--- src/hdl/bscan_pkg.sv ---
package bscan_pkg;

    // Instruction register
    localparam int IR_W = 6;
    localparam logic [IR_W-1:0] OP_EXTEST = 6'h00;
    localparam logic [IR_W-1:0] OP_SAMPLE = 6'h01;
    localparam logic [IR_W-1:0] OP_IDCODE = 6'h02;
    localparam logic [IR_W-1:0] OP_HIGHZ = 6'h03;
    localparam logic [IR_W-1:0] OP_CLAMP = 6'h3e;
    localparam logic [IR_W-1:0] OP_BYPASS = 6'h3f;
    localparam logic [IR_W-1:0] IR_CAPTURE_PATTERN = 6'h2d;

    // Identification register layout
    localparam int ID_W = 32;
    localparam int MAKER_W = 11;
    localparam int PART_W = 16;
    localparam int VER_W = 4;
    localparam logic ID_FIXED_LSB = 1'b1;

    // Positions inside the synchroniser vector
    localparam int SYN_TCK = 0;
    localparam int SYN_TDI = 1;
    localparam int SYN_TRST_N = 2;
    localparam int SYN_TAP_RESET = 3;
    localparam int SYN_CAP_IR = 4;
    localparam int SYN_SH_IR = 5;
    localparam int SYN_UPD_IR = 6;
    localparam int SYN_CAP_DR = 7;
    localparam int SYN_SH_DR = 8;
    localparam int SYN_UPD_DR = 9;
    localparam int SYN_PIN = 10;

    // Data register selected between serial in and out
    typedef enum logic [1:0] {
        SEL_BYPASS,
        SEL_CHAIN,
        SEL_ID
    } dr_sel_t;

endpackage : bscan_pkg

--- src/hdl/bscan_ir_dr.sv ---
`timescale 1ns/1ps
module bscan_ir_dr #(
    parameter int N_IN = 4,
    parameter int N_OUT = 4,
    parameter int N_BIDIR = 4,
    parameter logic [10:0] MAKER_CODE = 11'h2a5, // Arbitrary value
    parameter logic [15:0] PART_CODE = 16'h5a3c, // Arbitrary value
    parameter logic [3:0] VERSION_CODE = 4'h1 // Arbitrary value
) (
    input wire logic i_clk,
    input wire logic i_rst_n,
    input wire logic i_tck,
    input wire logic i_tdi,
    input wire logic i_trst_n,
    input wire logic i_tap_reset,
    input wire logic i_capture_ir,
    input wire logic i_shift_ir,
    input wire logic i_update_ir,
    input wire logic i_capture_dr,
    input wire logic i_shift_dr,
    input wire logic i_update_dr,
    input wire logic [N_IN-1:0] i_pin_in,
    input wire logic [N_OUT-1:0] i_core_out,
    input wire logic [N_BIDIR-1:0] i_core_bd_out,
    input wire logic [N_BIDIR-1:0] i_core_bd_oe,
    input wire logic [N_BIDIR-1:0] i_pad_bd_in,
    output logic [N_OUT-1:0] o_pin_out,
    output logic [N_OUT-1:0] o_pin_oe,
    output logic [N_BIDIR-1:0] o_pad_bd_out,
    output logic [N_BIDIR-1:0] o_pad_bd_oe,
    output logic o_tdo,
    output logic o_tdo_oe,
    output logic [bscan_pkg::IR_W-1:0] o_ir
);

    localparam int OUT_BASE = N_IN;
    localparam int BD_BASE = N_IN + N_OUT;
    localparam int CHAIN_L = N_IN + N_OUT + 2 * N_BIDIR;
    localparam int W_SYNC = bscan_pkg::SYN_PIN + N_IN + N_BIDIR;
    localparam logic [bscan_pkg::ID_W-1:0] ID_VALUE =
        {VERSION_CODE, PART_CODE, MAKER_CODE, bscan_pkg::ID_FIXED_LSB};

    // Input synchronisers and test clock edges
    logic [W_SYNC-1:0] sync1_reg;
    logic [W_SYNC-1:0] sync2_reg;
    logic tck_prev_reg;
    logic [bscan_pkg::SYN_UPD_DR:bscan_pkg::SYN_TDI] ctl_prev_reg;
    logic tck_rise;
    logic tck_fall;
    logic tdi;
    logic trst_n;
    logic tap_reset;
    logic cap_ir;
    logic sh_ir;
    logic upd_ir;
    logic cap_dr;
    logic sh_dr;
    logic upd_dr;
    logic [N_IN-1:0] pin_in_s;
    logic [N_BIDIR-1:0] pad_bd_in_s;

    always_ff @(posedge i_clk or negedge i_rst_n) begin
        if (!i_rst_n) begin
            sync1_reg <= '0;
            sync2_reg <= '0;
            tck_prev_reg <= 1'b0;
            ctl_prev_reg <= '0;
        end else begin
            sync1_reg <= {i_pad_bd_in, i_pin_in, i_update_dr, i_shift_dr, i_capture_dr,
                          i_update_ir, i_shift_ir, i_capture_ir, i_tap_reset, i_trst_n,
                          i_tdi, i_tck};
            sync2_reg <= sync1_reg;
            tck_prev_reg <= sync2_reg[bscan_pkg::SYN_TCK];
            ctl_prev_reg <= sync2_reg[bscan_pkg::SYN_UPD_DR:bscan_pkg::SYN_TDI];
        end
    end

    assign tck_rise = sync2_reg[bscan_pkg::SYN_TCK] & ~tck_prev_reg;
    assign tck_fall = ~sync2_reg[bscan_pkg::SYN_TCK] & tck_prev_reg;
    // Values from before the edge; controller state moves just after it
    assign tdi = ctl_prev_reg[bscan_pkg::SYN_TDI];
    assign trst_n = ctl_prev_reg[bscan_pkg::SYN_TRST_N];
    assign tap_reset = ctl_prev_reg[bscan_pkg::SYN_TAP_RESET];
    assign cap_ir = ctl_prev_reg[bscan_pkg::SYN_CAP_IR];
    assign sh_ir = ctl_prev_reg[bscan_pkg::SYN_SH_IR];
    assign upd_ir = ctl_prev_reg[bscan_pkg::SYN_UPD_IR];
    assign cap_dr = ctl_prev_reg[bscan_pkg::SYN_CAP_DR];
    assign sh_dr = ctl_prev_reg[bscan_pkg::SYN_SH_DR];
    assign upd_dr = ctl_prev_reg[bscan_pkg::SYN_UPD_DR];
    assign pin_in_s = sync2_reg[bscan_pkg::SYN_PIN +: N_IN];
    assign pad_bd_in_s = sync2_reg[bscan_pkg::SYN_PIN + N_IN +: N_BIDIR];

    // Scan state
    logic [bscan_pkg::IR_W-1:0] ir_reg;
    logic [bscan_pkg::IR_W-1:0] ir_next;
    logic [bscan_pkg::IR_W-1:0] ir_sh_reg;
    logic [bscan_pkg::IR_W-1:0] ir_sh_next;
    logic byp_reg;
    logic byp_next;
    logic [bscan_pkg::ID_W-1:0] id_sh_reg;
    logic [bscan_pkg::ID_W-1:0] id_sh_next;
    logic [CHAIN_L-1:0] chain_sh_reg;
    logic [CHAIN_L-1:0] chain_sh_next;
    logic [CHAIN_L-1:0] chain_up_reg;
    logic [CHAIN_L-1:0] chain_up_next;
    logic [CHAIN_L-1:0] cap_vec;
    logic tdo_reg;
    logic tdo_next;
    logic tdo_oe_reg;
    logic tdo_oe_next;
    // Instruction decode
    bscan_pkg::dr_sel_t sel;
    logic ext;
    logic clamp;
    logic highz;
    logic chain_ctl;

    always_comb begin
        sel = bscan_pkg::SEL_BYPASS;
        ext = 1'b0;
        clamp = 1'b0;
        highz = 1'b0;
        case (ir_reg)
            bscan_pkg::OP_EXTEST: begin
                sel = bscan_pkg::SEL_CHAIN;
                ext = 1'b1;
            end
            bscan_pkg::OP_SAMPLE: begin
                sel = bscan_pkg::SEL_CHAIN;
            end
            bscan_pkg::OP_IDCODE: begin
                sel = bscan_pkg::SEL_ID;
            end
            bscan_pkg::OP_HIGHZ: begin
                highz = 1'b1;
            end
            bscan_pkg::OP_CLAMP: begin
                clamp = 1'b1;
            end
            default: begin
                sel = bscan_pkg::SEL_BYPASS;
            end
        endcase
    end

    assign chain_ctl = ext | clamp;
    // Boundary cells
    logic [N_OUT-1:0] pin_out_d;
    logic [N_OUT-1:0] pin_oe_d;
    logic [N_BIDIR-1:0] bd_out_d;
    logic [N_BIDIR-1:0] bd_oe_d;

    genvar g;
    generate
        for (g = 0; g < N_IN; g++) begin : g_in
            assign cap_vec[g] = pin_in_s[g];
        end
        for (g = 0; g < N_OUT; g++) begin : g_out
            assign cap_vec[OUT_BASE+g] = o_pin_out[g];
            assign pin_out_d[g] = chain_ctl ? chain_up_reg[OUT_BASE+g] : i_core_out[g];
            assign pin_oe_d[g] = ~highz;
        end
        for (g = 0; g < N_BIDIR; g++) begin : g_bd
            // Enable cell, then single-register capture cell
            assign cap_vec[BD_BASE+2*g] = o_pad_bd_oe[g];
            assign cap_vec[BD_BASE+2*g+1] = (!ext && i_core_bd_oe[g]) ?
                i_core_bd_out[g] : pad_bd_in_s[g];
            assign bd_out_d[g] = chain_ctl ? chain_up_reg[BD_BASE+2*g+1] : i_core_bd_out[g];
            assign bd_oe_d[g] = highz ? 1'b0 :
                (chain_ctl ? chain_up_reg[BD_BASE+2*g] : i_core_bd_oe[g]);
        end
    endgenerate

    always_comb begin
        ir_next = ir_reg;
        ir_sh_next = ir_sh_reg;
        byp_next = byp_reg;
        id_sh_next = id_sh_reg;
        chain_sh_next = chain_sh_reg;
        chain_up_next = chain_up_reg;
        tdo_next = tdo_reg;
        tdo_oe_next = tdo_oe_reg;
        if (tck_rise) begin
            if (cap_ir) begin
                ir_sh_next = bscan_pkg::IR_CAPTURE_PATTERN;
            end else if (sh_ir) begin
                ir_sh_next = {tdi, ir_sh_reg[bscan_pkg::IR_W-1:1]};
            end
            if (cap_dr) begin
                case (sel)
                    bscan_pkg::SEL_CHAIN: chain_sh_next = cap_vec;
                    bscan_pkg::SEL_ID: id_sh_next = ID_VALUE;
                    default: byp_next = 1'b0;
                endcase
            end else if (sh_dr) begin
                case (sel)
                    bscan_pkg::SEL_CHAIN: chain_sh_next = {tdi, chain_sh_reg[CHAIN_L-1:1]};
                    bscan_pkg::SEL_ID: id_sh_next = {tdi, id_sh_reg[bscan_pkg::ID_W-1:1]};
                    default: byp_next = tdi;
                endcase
            end
        end
        if (tck_fall) begin
            if (upd_ir) begin
                ir_next = ir_sh_reg;
            end
            if (upd_dr && sel == bscan_pkg::SEL_CHAIN) begin
                chain_up_next = chain_sh_reg;
            end
            tdo_oe_next = sh_ir | sh_dr;
            if (sh_ir) begin
                tdo_next = ir_sh_reg[0];
            end else begin
                case (sel)
                    bscan_pkg::SEL_CHAIN: tdo_next = chain_sh_reg[0];
                    bscan_pkg::SEL_ID: tdo_next = id_sh_reg[0];
                    default: tdo_next = byp_reg;
                endcase
            end
        end
        if (!trst_n || tap_reset) begin
            ir_next = bscan_pkg::OP_IDCODE;
        end
    end

    always_ff @(posedge i_clk or negedge i_rst_n) begin
        if (!i_rst_n) begin
            ir_reg <= bscan_pkg::OP_IDCODE;
            ir_sh_reg <= bscan_pkg::OP_IDCODE;
            byp_reg <= 1'b0;
            id_sh_reg <= '0;
            chain_sh_reg <= '0;
            chain_up_reg <= '0;
            tdo_reg <= 1'b0;
            tdo_oe_reg <= 1'b0;
            o_pin_out <= '0;
            o_pin_oe <= '0;
            o_pad_bd_out <= '0;
            o_pad_bd_oe <= '0;
        end else begin
            ir_reg <= ir_next;
            ir_sh_reg <= ir_sh_next;
            byp_reg <= byp_next;
            id_sh_reg <= id_sh_next;
            chain_sh_reg <= chain_sh_next;
            chain_up_reg <= chain_up_next;
            tdo_reg <= tdo_next;
            tdo_oe_reg <= tdo_oe_next;
            o_pin_out <= pin_out_d;
            o_pin_oe <= pin_oe_d;
            o_pad_bd_out <= bd_out_d;
            o_pad_bd_oe <= bd_oe_d;
        end
    end

    assign o_tdo = tdo_reg;
    assign o_tdo_oe = tdo_oe_reg;
    assign o_ir = ir_reg;

    logic [N_OUT-1:0] up_out_vec;
    assign up_out_vec = chain_up_reg[OUT_BASE +: N_OUT];
endmodule : bscan_ir_dr

--- config.mk ---
export PLATFORM = sky130hd
export DESIGN_NAME = bscan_ir_dr
export DESIGN_NICKNAME = d
export VERILOG_FILES = /design/src/hdl/bscan_pkg.sv /design/src/hdl/bscan_ir_dr.sv
export SDC_FILE = /design/constraint.sdc
export NUM_CORES = 1
export LEC_CHECK = 0
export BUFFER_PORTS_ARGS = -buffer_cell sky130_fd_sc_hd__buf_2
export CORE_MARGIN = 2
export CORE_UTILIZATION = 60
export CTS_CLUSTER_SIZE = 14
export DETAILED_ROUTE_END_ITERATION = 7
export PLACE_DENSITY_LB_ADDON = 0.3
export SETUP_SLACK_MARGIN = 0.3
export SLEW_MARGIN = 10
export SYNTH_ARGS = -nofsm -noshare
export SYNTH_HDL_FRONTEND = slang
export SYNTH_SLANG_ARGS = --single-unit
--- constraint.sdc ---
create_clock -name i_clk -period 6 [get_ports i_clk]
set_clock_uncertainty 0.15 [all_clocks]
set_input_delay 0.6 -clock i_clk [delete_from_list [all_inputs] [get_ports i_clk]]
set_output_delay 0.6 -clock i_clk [all_outputs]
set_load 0.03 [all_outputs]
==> run metrics <==
Clock transition at path regs 0.06 ns; final WL 8.99 mm; Seq/Total Area, Yosys 66.7%; H-tree Lvls 4; Site Rows 33; Initial Util 61.6%; WL/cell 15.5 µm; final setup vio count 0; Post-synth top flop dfrtp_1; Die Ht 95.6 µm; grt total ovfl 0; die width 95.6 µm; post-synthesis area per instance 12.2 µm²; Post-synth EDFFs 0; DR iter-0 viols 169; cell mode on critical path nand3_1; CP cell instances nor4_1, nand3_1, ha_1, nand3_1, mux2_2; n_diodes 0; worst slew pin tran 0.837 ns; die area 9140 µm²; max FFs per register 32; DP HPWL 5.56 mm; grt peak-use layer met2; critical path capture point type flip-flop; Post-CTS Hold Buffers 0; PostCTS Resize Cnt 0; CTS Sinks 134; HP Class primary input to asynchronous set/reset pin; Layout area overhead 16.6%; Min Hold Slack 0.0197 ns; Compound-Gate Fraction of Synth Area 9.19%; largest family of logic cells by synthesized area simple AND/OR/NAND/NOR gates; via count 3,093; Power Density 370 nW/µm²; Clock Tree Buf Depth 2; layout cells sized above 1 24.9%; TritonCTS Buffers 17; GR Layer Usage met1 28.3%; Finished Cell Area 5870 µm²; post-synthesis xor/xnor area fraction 0%; Arr. time, crit path 3.14 ns; Global Route Usage Sum 22.2%; max frequency 346 MHz; core box area 8180 µm²; vias in the first global route 3,109; clk_lat worst skew 0.52 ns; DRC 0; status finished, final reports clean; Pleak 2.80 nW; initial antenna violation count 0; clk root buf clkbuf_8; final hold vios 0; crit start category flip-flop; ANT nets after route 0; placed cell areas 5300 µm²; fin crit period 2.89 ns; delay of the slowest cell on the worst path 0.76 ns; slowest stage cell, crit path nor4_1; Detailed Routing Iterations Pass 1 4; met2 Usage GRT 35.5%; Synthesis Warnings 0; RD Place Congestion 0.832; # nets final 494; ys async rst share 100%; crit-path max FO 12; Via-to-Cell Ratio 5.35; CTS tree done; # Max-Cap Violations 0; number of I/O pins 56; Rel. slew slack 43.7%; first-pass GRT wire length 14.9 mm; multiplexer area fraction after synthesis 8.70%; Post-CTS Setup Inserts 0; ratio of final minimum period to clock period 48.2%; FF+latch count, synth 134; pin count of the biggest net entering global routing 69; RSZ-0062 raised after global routing false; synthesized area 5030 µm²; IR drop worst, VDD 267 µV; TNS Setup 0 ns; syn nets 446; adder and majority cell fraction of the synthesized area 0.497%; most frequent cells in the layout 132 x dfrtp_1, 54 x o21ai_0, 54 x buf_2; CP required 6.25 ns; simple-gate share of the synthesized area 11.1%; met3 Track Usage GR 5.53%; Synth cell types 35; Crit Path Category flip-flop to flip-flop; commonest non-fill, non-tap cell in the layout dfrtp_1; IO buf count 55; max-slew violation count 0; post-synthesis cell count 412
-- layout make-up --
type / count / area [µm²]
clock buffers: 17 / 414
clock inverters: 15 / 150
fillers: 547 / 2310
inverters: 6 / 22.5
multi-input cells: 242 / 1490
flip-flops and latches: 134 / 3360
well taps: 105 / 131
repair buffers: 59 / 308
-- cell usage after synthesis, types with 2 or more instances --
| library cell | n | area [µm²] |
|---|---|---|
| dfrtp_1 | 132 | 3300 |
| o21ai_0 | 54 | 270 |
| nand2_1 | 52 | 195 |
| nor2_1 | 28 | 105 |
| mux2i_1 | 19 | 190 |
| clkbuf_1 | 17 | 63.8 |
| nand2b_1 | 17 | 106 |
| mux2_2 | 14 | 158 |
| buf_4 | 11 | 82.6 |
| nand3_1 | 9 | 45.0 |
| nor2b_1 | 8 | 50.1 |
| a21oi_1 | 7 | 35.0 |
| inv_1 | 6 | 22.5 |
| mux2_4 | 6 | 90.1 |
| a21boi_0 | 4 | 30.0 |
| a22o_1 | 4 | 35.0 |
| o211ai_1 | 3 | 22.5 |
| dfstp_2 | 2 | 52.6 |
| ha_1 | 2 | 25.0 |
| nand3b_1 | 2 | 15.0 |
-- worst max-delay path: cells and delay by family (launching register included) --
| kind | cells | cell delay, ns |
|---|---|---|
| and+or+nand+nor | 3 | 1.48 |
| DFF | 1 | 0.44 |
| muxes | 1 | 0.41 |
| adders and majority gates | 1 | 0.29 |
-- logic make-up after synthesis --
family          Yosys count
mux                      39
simple gates            122
flops                   134
compound gates           79
buf+inv                  36
fa+ha+maj                 2
-- worst paths after layout --
kind	from	endpoint	slack, ns	cells after the start
min in group i_clk	i_tap_reset	sync1_reg[3]	0.03	1
worst min register to register	sync1_reg[5]	sync2_reg[5]	0.20	0
worst max-delay path	o_ir[3]	chain_up_reg[15]	3.11	5
worst min-delay path	i_rst_n	o_pad_bd_out[1]	0.02	1
max in group asynchronous	i_rst_n	id_sh_reg[2]	4.37	2
worst max register to register	o_ir[3]	chain_up_reg[15]	3.11	5
-- report_power, final --
| part | leakage (nW) | switching (mW) | internal [mW] |
|---|---|---|---|
| registers | 1.64 | 0.0478 | 0.987 |
| clock network | 0.282 | 0.435 | 0.534 |
| logic | 0.877 | 0.105 | 0.0643 |
-- routing by layer --
layer | part of all wire (%) | up-vias | routed length (µm)
li1 | - | 1475 | -
met1 | 44 | 1549 | 3960
met2 | 51 | 57 | 4620
met3 | 3.2 | 12 | 292
met4 | 1.3 | 0 | 118
met5 | 0 | - | 0
-- stage by stage --
step | instances | setup WS (ns) | power [mW] | util [%]
floorplan | 412 | 3.42 | 1.15 | -
global placement | 546 | 3.39 | 1.21 | 64.9
detailed placement | 546 | 3.24 | 1.22 | 64.9
CTS | 578 | 3.17 | 2.19 | 71.8
global route | 578 | 2.95 | 2.27 | 71.8
finish | 578 | 3.11 | 2.17 | 71.8
Power figures use the tool's default switching activity.
